==> src/logic/_end.sv <==
// (intentionally minimal)

==> src/logic/hia_pkg.sv <==
// Shared constants, types and helpers of the host interrupt aggregator
package hia_pkg;

  localparam int unsigned ADDR_W = 8;
  localparam int unsigned DATA_W = 32;
  localparam int unsigned SRC_N  = 9;
  localparam int unsigned ST_N   = 3;

  typedef logic [SRC_N-1:0]  hia_src_t;
  typedef logic [ST_N-1:0]   hia_st_t;
  typedef logic [ADDR_W-1:0] hia_addr_t;
  typedef logic [DATA_W-1:0] hia_data_t;

  // Register byte offsets
  localparam hia_addr_t OFS_PIN_ENABLE  = 8'h00;
  localparam hia_addr_t OFS_PENDING     = 8'h04;
  localparam hia_addr_t OFS_SOURCE_MASK = 8'h08;
  localparam hia_addr_t OFS_PIN_CONFIG  = 8'h0c;
  localparam hia_addr_t OFS_IRQ_STATUS  = 8'h10;
  localparam hia_addr_t OFS_IRQ_MASK    = 8'h14;

  // Pending flag positions
  localparam int unsigned BIT_SWAP       = 0;
  localparam int unsigned BIT_TOUCH      = 1;
  localparam int unsigned BIT_TAG        = 2;
  localparam int unsigned BIT_SOUND      = 3;
  localparam int unsigned BIT_PLAYBACK   = 4;
  localparam int unsigned BIT_CMD_EMPTY  = 5;
  localparam int unsigned BIT_CMD_FLAG   = 6;
  localparam int unsigned BIT_CONV_DONE  = 7;
  localparam int unsigned BIT_UNDERRUN   = 8;

  // Field positions of the own control and status registers
  localparam int unsigned CFG_PUSH_PULL  = 0;
  localparam int unsigned ST_PIN_ASSERT  = 0;
  localparam int unsigned ST_OVERFLOW    = 1;
  localparam int unsigned ST_BUS_ERR     = 2;

  // Values after reset
  localparam logic     RST_PIN_ENABLE = 1'b0;
  localparam logic     RST_PUSH_PULL  = 1'b0;
  localparam hia_src_t RST_PENDING    = 9'h000;
  localparam hia_src_t RST_MASK       = 9'h000;
  localparam hia_st_t  RST_STATUS     = 3'h0;
  localparam hia_st_t  RST_IRQ_MASK   = 3'h0;

  localparam logic [1:0] RESP_OKAY   = 2'b00;
  localparam logic [1:0] RESP_SLVERR = 2'b10;

  function automatic logic hia_hit(input hia_addr_t addr, input hia_addr_t ofs);
    return addr[ADDR_W-1:2] == ofs[ADDR_W-1:2];
  endfunction : hia_hit

  function automatic hia_data_t hia_lanes(input logic [3:0] strb);
    return {{8{strb[3]}}, {8{strb[2]}}, {8{strb[1]}}, {8{strb[0]}}};
  endfunction : hia_lanes

  function automatic hia_data_t hia_merge(input hia_data_t old, input hia_data_t wd, input logic [3:0] strb);
    return (old & ~hia_lanes(strb)) | (wd & hia_lanes(strb));
  endfunction : hia_merge

endpackage : hia_pkg

==> src/logic/hia_flag_if.sv <==
// Carrier between the aggregator and its pending flag store
`timescale 1ns/1ps
`default_nettype none
interface hia_flag_if;
  import hia_pkg::*;
  hia_src_t set;
  logic     clr;
  hia_src_t flags;
  logic     ovf;
  modport ctl   (output set, output clr, input flags, input ovf);
  modport store (input set, input clr, output flags, output ovf);
endinterface : hia_flag_if
`default_nettype wire

==> src/logic/hia_pending.sv <==
// Sticky pending flags, cleared as a whole by a host read
`timescale 1ns/1ps
`default_nettype none
module hia_pending (
  input wire logic    aclk,
  input wire logic    aresetn,
  hia_flag_if.store   fl
);
  import hia_pkg::*;

  hia_src_t flags_reg;
  hia_src_t flags_next;

  // Each source sets only its own bit; a set in the clearing cycle survives
  assign flags_next = (fl.clr ? RST_PENDING : flags_reg) | fl.set;
  assign fl.flags   = flags_reg;
  // An event on an already pending flag merges with it and raises the overflow output, except in a clearing cycle
  assign fl.ovf     = |(fl.set & flags_reg & ~{SRC_N{fl.clr}});

  always_ff @(posedge aclk) begin
    if (!aresetn) begin
      flags_reg <= RST_PENDING;
    end else begin
      flags_reg <= flags_next;
    end
  end

endmodule : hia_pending
`default_nettype wire

==> src/logic/hia_pin_drv.sv <==
// Output stage of the active-low host interrupt pin
`timescale 1ns/1ps
`default_nettype none
module hia_pin_drv (
  input  wire logic aclk,
  input  wire logic aresetn,
  input  wire logic drive_en,
  input  wire logic assert_req,
  input  wire logic push_pull,
  output var  logic pin_n_o,
  output var  logic pin_n_oe
);
  import hia_pkg::*;

  logic oe_next;
  logic o_next;

  // Open drain drives only the low level; push-pull drives both while enabled
  assign oe_next = drive_en & (push_pull | assert_req);
  assign o_next  = ~(drive_en & assert_req);

  always_ff @(posedge aclk) begin
    if (!aresetn) begin
      pin_n_oe <= 1'b0;
      pin_n_o  <= 1'b1;
    end else begin
      pin_n_oe <= oe_next;
      pin_n_o  <= o_next;
    end
  end

endmodule : hia_pin_drv
`default_nettype wire

==> src/logic/hia_aggregator.sv <==
// Host interrupt aggregator: pending flags, mask, enable and pin drive behind AXI4-Lite
//
// How it works
// - Only the global pin enable bit lets the interrupt pin be driven at all.
// - With the global enable at 0 the pin is released and the external pull-up holds it high.
// - With the enable at 1 the pin goes low while any pending flag whose mask bit is set is high.
// - A mask bit of 1 lets its pending flag reach the pin, a mask bit of 0 blocks it.
// - Each pending flag is set by its own source event, independent of the others.
// - The pending flags can be read at any time, and the read returns them and then clears them all.
// - Out of reset the pin works open drain, pulling low only and never driving high.
// - A bit in the extended pin configuration register switches the pin to push-pull drive.
// - Flag 0 is display list swap done, flag 1 is touch detected, flag 3 is sound effect ended.
// - Flag 2 is touch tag change, flag 4 is audio playback ended, flag 7 is touch conversions done.
// - Flag 5 is command queue empty, flag 6 is command queue flag, flag 8 is pipeline underrun.
`timescale 1ns/1ps
`default_nettype none
module hia_aggregator (
  input  wire logic              aclk,
  input  wire logic              aresetn,
  // AXI4-Lite slave
  input  wire hia_pkg::hia_addr_t s_axi_awaddr,
  input  wire logic              s_axi_awvalid,
  output var  logic              s_axi_awready,
  input  wire hia_pkg::hia_data_t s_axi_wdata,
  input  wire logic [3:0]        s_axi_wstrb,
  input  wire logic              s_axi_wvalid,
  output var  logic              s_axi_wready,
  output var  logic [1:0]        s_axi_bresp,
  output var  logic              s_axi_bvalid,
  input  wire logic              s_axi_bready,
  input  wire hia_pkg::hia_addr_t s_axi_araddr,
  input  wire logic              s_axi_arvalid,
  output var  logic              s_axi_arready,
  output var  hia_pkg::hia_data_t s_axi_rdata,
  output var  logic [1:0]        s_axi_rresp,
  output var  logic              s_axi_rvalid,
  input  wire logic              s_axi_rready,
  // Source events, one-cycle pulses from logic on aclk
  input  wire logic              swap_done_event,
  input  wire logic              touch_event,
  input  wire logic              tag_change_event,
  input  wire logic              sound_done_event,
  input  wire logic              playback_done_event,
  input  wire logic              cmd_queue_empty_event,
  input  wire logic              cmd_queue_flag_event,
  input  wire logic              touch_conv_done_event,
  input  wire logic              underrun_event,
  // Host interrupt pin, active low
  output var  logic              host_irq_n_o,
  output var  logic              host_irq_n_oe,
  // Level interrupt of the block's own status
  output var  logic              irq
);
  import hia_pkg::*;

  // ************************************************************
  // Declarations
  // ************************************************************
  hia_addr_t  awaddr_reg;
  hia_data_t  wdata_reg;
  logic [3:0] wstrb_reg;
  logic       aw_full_reg;
  logic       aw_full_next;
  logic       w_full_reg;
  logic       w_full_next;
  logic       awready_reg;
  logic       wready_reg;
  logic       bvalid_reg;
  logic       bvalid_next;
  logic [1:0] bresp_reg;
  logic [1:0] bresp_next;
  logic       arready_reg;
  logic       rvalid_reg;
  logic       rvalid_next;
  hia_data_t  rdata_reg;
  hia_data_t  rdata_next;
  logic [1:0] rresp_reg;
  logic [1:0] rresp_next;

  logic       pin_enable_reg;
  logic       pin_enable_next;
  hia_src_t   source_mask_reg;
  hia_src_t   source_mask_next;
  logic       push_pull_reg;
  logic       push_pull_next;
  hia_st_t    status_reg;
  hia_st_t    status_next;
  hia_st_t    status_set;
  hia_st_t    status_w1c;
  hia_st_t    irq_mask_reg;
  hia_st_t    irq_mask_next;
  logic       irq_reg;
  logic       irq_next;
  logic       asserted_d_reg;

  hia_flag_if fl ();

  // ************************************************************
  // Write channel
  // ************************************************************
  wire aw_hs  = s_axi_awvalid & awready_reg;
  wire w_hs   = s_axi_wvalid & wready_reg;
  wire b_hs   = bvalid_reg & s_axi_bready;
  // Address and data may come in either order; the write waits for both
  wire wr_go  = aw_full_reg & w_full_reg & ~bvalid_reg;

  wire wr_pin_en  = wr_go & hia_hit(awaddr_reg, OFS_PIN_ENABLE);
  wire wr_pending = wr_go & hia_hit(awaddr_reg, OFS_PENDING);
  wire wr_mask    = wr_go & hia_hit(awaddr_reg, OFS_SOURCE_MASK);
  wire wr_cfg     = wr_go & hia_hit(awaddr_reg, OFS_PIN_CONFIG);
  wire wr_status  = wr_go & hia_hit(awaddr_reg, OFS_IRQ_STATUS);
  wire wr_irq_msk = wr_go & hia_hit(awaddr_reg, OFS_IRQ_MASK);
  // Pending flags are read-only; a write there is accepted and has no effect
  wire wr_mapped  = wr_pin_en | wr_pending | wr_mask | wr_cfg | wr_status | wr_irq_msk;
  wire wr_error   = wr_go & ~wr_mapped;

  assign aw_full_next = (aw_full_reg | aw_hs) & ~wr_go;
  assign w_full_next  = (w_full_reg | w_hs) & ~wr_go;
  assign bvalid_next  = wr_go | (bvalid_reg & ~b_hs);
  assign bresp_next   = wr_go ? (wr_mapped ? RESP_OKAY : RESP_SLVERR) : bresp_reg;

  always_ff @(posedge aclk) begin
    if (!aresetn) begin
      aw_full_reg <= 1'b0;
      w_full_reg  <= 1'b0;
      awready_reg <= 1'b0;
      wready_reg  <= 1'b0;
      bvalid_reg  <= 1'b0;
      bresp_reg   <= RESP_OKAY;
    end else begin
      aw_full_reg <= aw_full_next;
      w_full_reg  <= w_full_next;
      awready_reg <= ~aw_full_next;
      wready_reg  <= ~w_full_next;
      bvalid_reg  <= bvalid_next;
      bresp_reg   <= bresp_next;
    end
  end

  // Payload holders carry no control meaning, so they skip the reset
  always_ff @(posedge aclk) begin
    if (aw_hs) begin
      awaddr_reg <= s_axi_awaddr;
    end
    if (w_hs) begin
      wdata_reg <= s_axi_wdata;
      wstrb_reg <= s_axi_wstrb;
    end
  end

  // ************************************************************
  // Register file
  // ************************************************************
  wire hia_data_t pin_enable_wm = hia_merge(32'(pin_enable_reg), wdata_reg, wstrb_reg);
  wire hia_data_t mask_wm       = hia_merge(32'(source_mask_reg), wdata_reg, wstrb_reg);
  wire hia_data_t cfg_wm        = hia_merge(32'(push_pull_reg), wdata_reg, wstrb_reg);
  wire hia_data_t irq_mask_wm   = hia_merge(32'(irq_mask_reg), wdata_reg, wstrb_reg);
  wire hia_data_t status_ones   = wdata_reg & hia_lanes(wstrb_reg);

  assign pin_enable_next  = wr_pin_en ? pin_enable_wm[0] : pin_enable_reg;
  assign source_mask_next = wr_mask ? mask_wm[SRC_N-1:0] : source_mask_reg;
  assign push_pull_next   = wr_cfg ? cfg_wm[CFG_PUSH_PULL] : push_pull_reg;
  assign irq_mask_next    = wr_irq_msk ? irq_mask_wm[ST_N-1:0] : irq_mask_reg;

  always_ff @(posedge aclk) begin
    if (!aresetn) begin
      pin_enable_reg  <= RST_PIN_ENABLE;
      source_mask_reg <= RST_MASK;
      push_pull_reg   <= RST_PUSH_PULL;
      irq_mask_reg    <= RST_IRQ_MASK;
    end else begin
      pin_enable_reg  <= pin_enable_next;
      source_mask_reg <= source_mask_next;
      push_pull_reg   <= push_pull_next;
      irq_mask_reg    <= irq_mask_next;
    end
  end

  // ************************************************************
  // Pending flags
  // ************************************************************
  // One process drives the whole vector, so the set word has a single driver
  always_comb begin
    fl.set                = '0;
    fl.set[BIT_SWAP]      = swap_done_event;
    fl.set[BIT_TOUCH]     = touch_event;
    fl.set[BIT_SOUND]     = sound_done_event;
    fl.set[BIT_TAG]       = tag_change_event;
    fl.set[BIT_PLAYBACK]  = playback_done_event;
    fl.set[BIT_CONV_DONE] = touch_conv_done_event;
    fl.set[BIT_CMD_EMPTY] = cmd_queue_empty_event;
    fl.set[BIT_CMD_FLAG]  = cmd_queue_flag_event;
    fl.set[BIT_UNDERRUN]  = underrun_event;
  end

  hia_pending u_pending (
    .aclk    (aclk),
    .aresetn (aresetn),
    .fl      (fl.store)
  );

  // ************************************************************
  // Read channel
  // ************************************************************
  wire ar_hs      = s_axi_arvalid & arready_reg;
  wire r_hs       = rvalid_reg & s_axi_rready;
  wire rd_pin_en  = hia_hit(s_axi_araddr, OFS_PIN_ENABLE);
  wire rd_pending = hia_hit(s_axi_araddr, OFS_PENDING);
  wire rd_mask    = hia_hit(s_axi_araddr, OFS_SOURCE_MASK);
  wire rd_cfg     = hia_hit(s_axi_araddr, OFS_PIN_CONFIG);
  wire rd_status  = hia_hit(s_axi_araddr, OFS_IRQ_STATUS);
  wire rd_irq_msk = hia_hit(s_axi_araddr, OFS_IRQ_MASK);
  wire rd_mapped  = rd_pin_en | rd_pending | rd_mask | rd_cfg | rd_status | rd_irq_msk;
  wire rd_error   = ar_hs & ~rd_mapped;

  wire hia_data_t rd_mux =
    rd_pin_en  ? 32'(pin_enable_reg)  :
    rd_pending ? 32'(fl.flags)        :
    rd_mask    ? 32'(source_mask_reg) :
    rd_cfg     ? 32'(push_pull_reg)   :
    rd_status  ? 32'(status_reg)      :
    rd_irq_msk ? 32'(irq_mask_reg)    :
    32'h0000_0000;

  // The flags are captured and cleared on the same edge, so nothing is read twice
  assign fl.clr      = ar_hs & rd_pending;
  assign rvalid_next = ar_hs | (rvalid_reg & ~r_hs);
  assign rdata_next  = ar_hs ? rd_mux : rdata_reg;
  assign rresp_next  = ar_hs ? (rd_mapped ? RESP_OKAY : RESP_SLVERR) : rresp_reg;

  always_ff @(posedge aclk) begin
    if (!aresetn) begin
      arready_reg <= 1'b0;
      rvalid_reg  <= 1'b0;
      rdata_reg   <= 32'h0000_0000;
      rresp_reg   <= RESP_OKAY;
    end else begin
      arready_reg <= ~rvalid_next;
      rvalid_reg  <= rvalid_next;
      rdata_reg   <= rdata_next;
      rresp_reg   <= rresp_next;
    end
  end

  // ************************************************************
  // Pin and status
  // ************************************************************
  // Masked flags decide the request; the enable is applied in the pin stage
  wire any_masked = |(fl.flags & source_mask_reg);
  wire asserted   = pin_enable_reg & any_masked;

  hia_pin_drv u_pin (
    .aclk       (aclk),
    .aresetn    (aresetn),
    .drive_en   (pin_enable_reg),
    .assert_req (any_masked),
    .push_pull  (push_pull_reg),
    .pin_n_o    (host_irq_n_o),
    .pin_n_oe   (host_irq_n_oe)
  );

  assign status_set[ST_PIN_ASSERT] = asserted & ~asserted_d_reg;
  assign status_set[ST_OVERFLOW]   = fl.ovf;
  assign status_set[ST_BUS_ERR]    = wr_error | rd_error;
  assign status_w1c = wr_status ? status_ones[ST_N-1:0] : RST_STATUS;
  // Set beats write-one-to-clear so that no event slips through
  assign status_next = (status_reg & ~status_w1c) | status_set;
  assign irq_next    = |(status_next & irq_mask_next);

  always_ff @(posedge aclk) begin
    if (!aresetn) begin
      status_reg     <= RST_STATUS;
      asserted_d_reg <= 1'b0;
      irq_reg        <= 1'b0;
    end else begin
      status_reg     <= status_next;
      asserted_d_reg <= asserted;
      irq_reg        <= irq_next;
    end
  end

  // ************************************************************
  // Outputs
  // ************************************************************
  assign s_axi_awready = awready_reg;
  assign s_axi_wready  = wready_reg;
  assign s_axi_bvalid  = bvalid_reg;
  assign s_axi_bresp   = bresp_reg;
  assign s_axi_arready = arready_reg;
  assign s_axi_rvalid  = rvalid_reg;
  assign s_axi_rdata   = rdata_reg;
  assign s_axi_rresp   = rresp_reg;
  assign irq           = irq_reg;

endmodule : hia_aggregator
`default_nettype wire

==> config.mk <==
export PLATFORM = sky130hd
export DESIGN_NAME = hia_aggregator
export DESIGN_NICKNAME = d
export VERILOG_FILES = /design/src/logic/_end.sv /design/src/logic/hia_pkg.sv /design/src/logic/hia_flag_if.sv /design/src/logic/hia_pending.sv /design/src/logic/hia_pin_drv.sv /design/src/logic/hia_aggregator.sv
export SDC_FILE = /design/constraint.sdc
export NUM_CORES = 1
export LEC_CHECK = 0
export ABC_CLOCK_PERIOD_IN_PS = 4700
export BUFFER_PORTS_ARGS = -buffer_cell sky130_fd_sc_hd__clkbuf_2
export CORE_MARGIN = 1
export CORE_UTILIZATION = 54
export CTS_BUF_LIST = sky130_fd_sc_hd__clkbuf_8
export DETAILED_ROUTE_END_ITERATION = 10
export PLACE_DENSITY = 0.9
export SYNTH_ARGS = -nofsm -noshare
export SYNTH_HDL_FRONTEND = slang
export SYNTH_SLANG_ARGS = --single-unit
==> constraint.sdc <==
create_clock -name aclk -period 4.7 [get_ports aclk]
set_input_delay 0.235 -clock aclk [delete_from_list [all_inputs] [get_ports aclk]]
set_output_delay 0.235 -clock aclk [all_outputs]
set_load 0.02 [all_outputs]
== Word level (Yosys, flattened, before mapping) ==
Index checks and enable logic that the tools add are counted.

* Eq/ne operators: 10
* Muxes and demuxes: 11
* Bitwise operators: 69
* Reductions and logical operators: 5

{| class="wikitable"
|+ Operators with widths
! kind !! number
|-
| 9-bit AND || 5
|-
| 9-bit two-way mux || 4
|-
| 1-bit AND || 25
|-
| 6-bit by 2-bit == test with 1-bit output, second input constant || 4
|-
| 6-bit by 3-bit == test with 1-bit output, second input constant || 4
|-
| 9-bit inverter || 2
|-
| 1-bit OR || 18
|-
| 9-bit OR || 2
|-
| 9-bit OR reduction || 2
|-
| 3-bit two-way mux || 5
|-
| 6-bit by 1-bit == test with 1-bit output, second input constant || 2
|-
| 6-bit zero test || 2
|-
| 1-bit inverter || 11
|-
| 3-bit AND || 3
|-
| 3-bit OR || 2
|-
| 2-bit two-way mux || 2
|-
| 3-bit inverter || 1
|-
| 3-bit OR reduction || 1
|}

* Register bits after elaboration: 92
* Input port bits: 68
* Output and inout port bits: 44
* Word-level logic and storage cells: 118

== Longest topological paths before layout ==
* Depth after elaboration: 14
* Gate-level depth with buffers: 7
* Mapped depth without buffers: 5

== Modules after synthesis ==
From an unflattened synthesis, not the netlist that was laid out.

* Cells, all modules: 277
* Area total of the unflattened synthesis: 2852.7 um^2

{| class="wikitable"
|+ Modules (own cells, without submodules)
! module !! instances !! cells each !! area each (um^2) !! seq. area each (um^2)
|-
| hia_aggregator || 1 || 239 || 2432.3 || 1251.2
|-
| hia_pending || 1 || 34 || 365.4 || 180.2
|-
| hia_pin_drv || 1 || 4 || 55.1 || 40.0
|}

== Least setup slack after synthesis ==
OpenSTA, ideal clock, no wires.

* Path type: input port to flip-flop
* Start point: in s_axi_araddr[5]
* End point: reg irq_reg, in the netlist irq
* Library setup time: 0.133 ns
* Arrival time: 1.729 ns
* Required time: 4.567 ns
* Path slack: 2.838 ns
* Cell stages on the path: 7
* Path buffers: 2
* Path through: or3_4 buf_6 or4_4 buf_6 o21a_4 o211ai_2 o221ai_2

* Word-level cells in the longest chain between the ends: 12
* Elaborated cells on any way between the ends: 21
* Those cells by class: eq/ne (5); bitwise (13); reduce/logical (3)

{| class="wikitable"
|+ Ends and longest elaborated chain
! item !! RTL line !! source
|-
| start, declared || hia_aggregator.sv:31 || <nowiki>input wire hia_pkg::hia_addr_t s_axi_araddr,</nowiki>
|-
| 6-bit by 1-bit == test with 1-bit output or 6-bit zero test (tied branches) || hia_pkg.sv:51 || <nowiki>return addr[ADDR_W-1:2] == ofs[ADDR_W-1:2];</nowiki>
|-
| 1-bit OR (5 in series) || hia_aggregator.sv:213 || <nowiki>wire rd_mapped = rd_pin_en | rd_pending | rd_mask | rd_cfg | rd_status | rd_irq_msk;</nowiki>
|-
| 1-bit inverter || hia_aggregator.sv:214 || <nowiki>wire rd_error = ar_hs & ~rd_mapped;</nowiki>
|-
| 1-bit AND || hia_aggregator.sv:214 ||
|-
| 1-bit OR || hia_aggregator.sv:264 || <nowiki>assign status_set[ST_BUS_ERR] = wr_error | rd_error;</nowiki>
|-
| 3-bit OR (*) || hia_aggregator.sv:267 || <nowiki>assign status_next = (status_reg & ~status_w1c) | status_set;</nowiki>
|-
| 3-bit AND (*) || hia_aggregator.sv:268 || <nowiki>assign irq_next = |(status_next & irq_mask_next);</nowiki>
|-
| 3-bit OR reduction (*) || hia_aggregator.sv:268 ||
|-
| end signal, assigned || hia_aggregator.sv:278 || <nowiki>irq_reg <= irq_next;</nowiki>
|-
| end, declared || hia_aggregator.sv:92 || <nowiki>logic irq_reg;</nowiki>
|}

Every way passes the cells marked *; elsewhere a longest branch is shown, timed or not.
A chain may end at the register's enable or synchronous reset.

== Worst setup path after layout ==
* Start point: reg awaddr_reg[3]
* End point: reg irq_reg, in the netlist irq

* Word-level cells in the longest chain between the ends: 13
* Elaborated cells on any way between the ends: 27
* Those cells by class: eq/ne (5); mux (2); bitwise (18); reduce/logical (2)

{| class="wikitable"
|+ Ends and longest elaborated chain
! item !! RTL line !! source
|-
| start, declared || hia_aggregator.sv:59 || <nowiki>hia_addr_t awaddr_reg;</nowiki>
|-
| start signal, assigned || hia_aggregator.sv:143 || <nowiki>awaddr_reg <= s_axi_awaddr;</nowiki>
|-
| 6-bit by 1-bit == test with 1-bit output or 6-bit zero test (tied branches) || hia_pkg.sv:51 ||
|-
| 1-bit AND (on tied branches) || hia_aggregator.sv:108, hia_aggregator.sv:107 ||
|-
| 1-bit OR (5 in series) || hia_aggregator.sv:114 || <nowiki>wire wr_mapped = wr_pin_en | wr_pending | wr_mask | wr_cfg | wr_status | wr_irq_msk;</nowiki>
|-
| 1-bit inverter || hia_aggregator.sv:115 || <nowiki>wire wr_error = wr_go & ~wr_mapped;</nowiki>
|-
| 1-bit AND || hia_aggregator.sv:115 ||
|-
| 1-bit OR || hia_aggregator.sv:264 ||
|-
| 3-bit OR || hia_aggregator.sv:267 ||
|-
| 3-bit AND (*) || hia_aggregator.sv:268 ||
|-
| 3-bit OR reduction (*) || hia_aggregator.sv:268 ||
|}

Marked as above.

==> flow_metrics.tcl <==
set metrics [dict create \
    cpPeakStageDelay_ns 0.50 \
    cts_sinks 65 \
    yosys_warnings 0 \
    hold_viol 0 \
    vdd_drop_max_mv 0.276 \
    status "complete, no violations" \
    p_comb_share_pct 8.6 \
    worstPathArrival_ns 2.17 \
    worstPathCellList "nor4bb_1, and4b_1, nand2_1, a211oi_1, o221ai_2" \
    crit_buf_inv 0 \
    hp-class "input port to flop" \
    setup_viol 0 \
    seqCellArea_sq_um 1470 \
    finalMaxSlewViolations 0 \
    netSwitchingPower_uw 274 \
    fillers 455 \
    dieArea_sq_um 5570 \
    synth-seq-area-share_pct 51.6 \
    grt_pass1_wl_um 8310 \
    grt_util_all_layers_pct 20.4 \
    seq_power_share_pct 52.7 \
    syn_inst 270 \
    htree_levels 3 \
    cts_resized 0 \
    insertion_delay_ns 0.34 \
    p_leak_uw 0.00142 \
    drc 0 \
    die-height_um 74.7 \
    layout-drive-gt1-share_pct 24.1 \
    cts.path.max_buffers 2 \
    synthArstFlopShare_pct 0 \
    die_w_um 74.7 \
    netlist_area_sq_um 2850 \
    dpl.hpwl_um 3730 \
    fin_crit_sh_pct 41.7 \
    min_from "s_axi_wdata[5]" \
    sw_frac_of_total_pct 23.6 \
    antenna_found_initial 0 \
    r2r-start "awaddr_reg[3]" \
    final_antenna_net_count 0 \
    setup-tns-final_ns 0 \
    root_buffer "clkbuf_8" \
    final_cell_mix "clkbuf_2, dfxtp_1, nor2b_1" \
    first_iter_violations 132 \
    p_clk_share_pct 38.7 \
    period_needed_ns 1.96 \
    multi_input_area_sq_um 1200 \
    path_max_fanout 3 \
    vias 2089 \
    finalPower_uw 1160 \
    fin_nets 391 \
    numCtsBuffers 9 \
    io_pins 112 \
    ys_ff_latch 65 \
    cts_tree "yes" \
    rows 26 \
    cap_violations 0 \
    cp-end-kind "flop" \
    start_util_pct 55.8 \
    grt_pass1_vias 1836 \
    area_growth_pct 13.9 \
    grt_max_degree 47 \
    rsz0062_at_grt "no" \
    post_cts_buffers 0 \
    required_ns 4.91 \
    fmax_ghz 0.510 \
    power_density_nw_per_um2 357 \
    crit_start "awaddr_reg[3]" \
    ys_types 44 \
    maxSlewHeadroom_pct 53.5 \
    io_buffers 57 \
    cts.hold.buffers_added 0 \
    firstDrtPassIters 4 \
    synth_edf_count 17 \
    avgSynthCellArea_sq_um 10.6 \
    critPathKind "flop to flop" \
    final_common_cell "clkbuf_2" \
    finClkSkew_ns 0.00597 \
    wl_per_cell_um 12.8 \
    core-area_sq_um 5110 \
    p_int_uw 886 \
    gp_congestion 0.827 \
    cp_top_family "simple AND/OR/NAND/NOR gates" \
    yosys_most_used_dff "dfxtp_1" \
    n_antenna_cell 0 \
    clkTransAtPathRegs_ns 0.07 \
    tightest_slew_ns 0.697 \
    grt_overflow 0 \
    post_drt_via_cell_ratio 5.25 \
    utilization_pct 63.6 \
    start_kind "flop" \
    wl_um 5100 \
    critPathSlowestCell "nor4bb_1" \
]
## cells in the mapped netlist, types with 2 or more instances
library cell  instances  area (sq um)
nand2b_1              7          43.8
clkbuf_1             11          41.3
a21oi_1              20           100
mux2i_1              15           150
inv_1                 4          15.0
o311a_1               2          20.0
a211oi_1              2          15.0
a22oi_1              11          82.6
a21boi_0              3          22.5
nand3_1               4          20.0
a222oi_1              2          20.0
dfxtp_1              48           961
a22o_1                2          17.5
nor2_1               10          37.5
nor3b_1               2          15.0
o21a_1                3          22.5
and2_1                4          25.0
mux2_2                3          33.8
buf_6                 2          22.5
edfxtp_1             17           510
nor3_1                9          45.0
buf_4                25           188
and3_1                2          12.5
nand2_1               8          30.0
nor2b_1              34           213
nand3b_1              2          15.0
## power groups by stage
stage / Clock [uW] / Sequential (uW) / Combinational, uW
2_1_floorplan: 0 / 625 / 82.3
3_3_place_gp: 0 / 621 / 97.7
3_5_place_dp: 0 / 623 / 100
4_1_cts: 460 / 611 / 101
5_1_grt: 488 / 613 / 112
6_report: 449 / 611 / 100
## per-layer routing
metal | wire (um) | GRT usage (%) | share of wire, %
met1 | 2360 | 26.1 | 46
met2 | 2340 | 31.1 | 46
met3 | 291 | 4.95 | 5.7
met4 | 112 | 12.8 | 2.2
met5 | 0 | 0 | 0
## final cells by class
type / instances / area share, %
clock buffer: 10 / 4.24
clock inverter: 6 / 1.58
inverter: 4 / 0.462
multi-input combinational: 186 / 36.9
sequential: 65 / 45.3
tap: 70 / 2.70
timing repair buffer: 57 / 8.79
## cells by family (layout without fill, tap and decap cells)
logic type	after synthesis	count (layout)	share of synthesized area [%]
AOI/OAI and AO/OA	52	52	13.3
buffers and inverters	43	77	9.48
DFF	65	65	51.6
muxes	18	18	6.45
other	1	25	0.132
and+or+nand+nor	91	91	19.0
## worst reg2reg max path: stages (launching register included)
cell,delay (ns)
edfxtp_1,0.43
nor4bb_1,0.50
and4b_1,0.32
nand2_1,0.07
a211oi_1,0.37
o221ai_2,0.15
## final timing paths
kind               endpoint  slack (ns)  cells after the start
max                     irq        2.74                      5
min            wdata_reg[5]        0.07                      1
min reg2reg  u_pin.pin_n_oe        0.51                      1
max reg2reg             irq        2.74                      5
## through the flow
| stage | area [sq um] | cells | hold slack, ns | setup slack [ns] |
|---|---|---|---|---|
| floorplan | 2940 | 294 | 0.334 | 2.84 |
| global placement | 3060 | 382 | 0.414 | 2.77 |
| detailed placement | 3060 | 382 | 0.414 | 2.75 |
| CTS | 3250 | 398 | 0.0564 | 2.74 |
| global route | 3250 | 398 | 0.0522 | 2.59 |
| finish | 3250 | 398 | 0.0696 | 2.74 |
No activity file was read; power rests on OpenSTA's default activity.
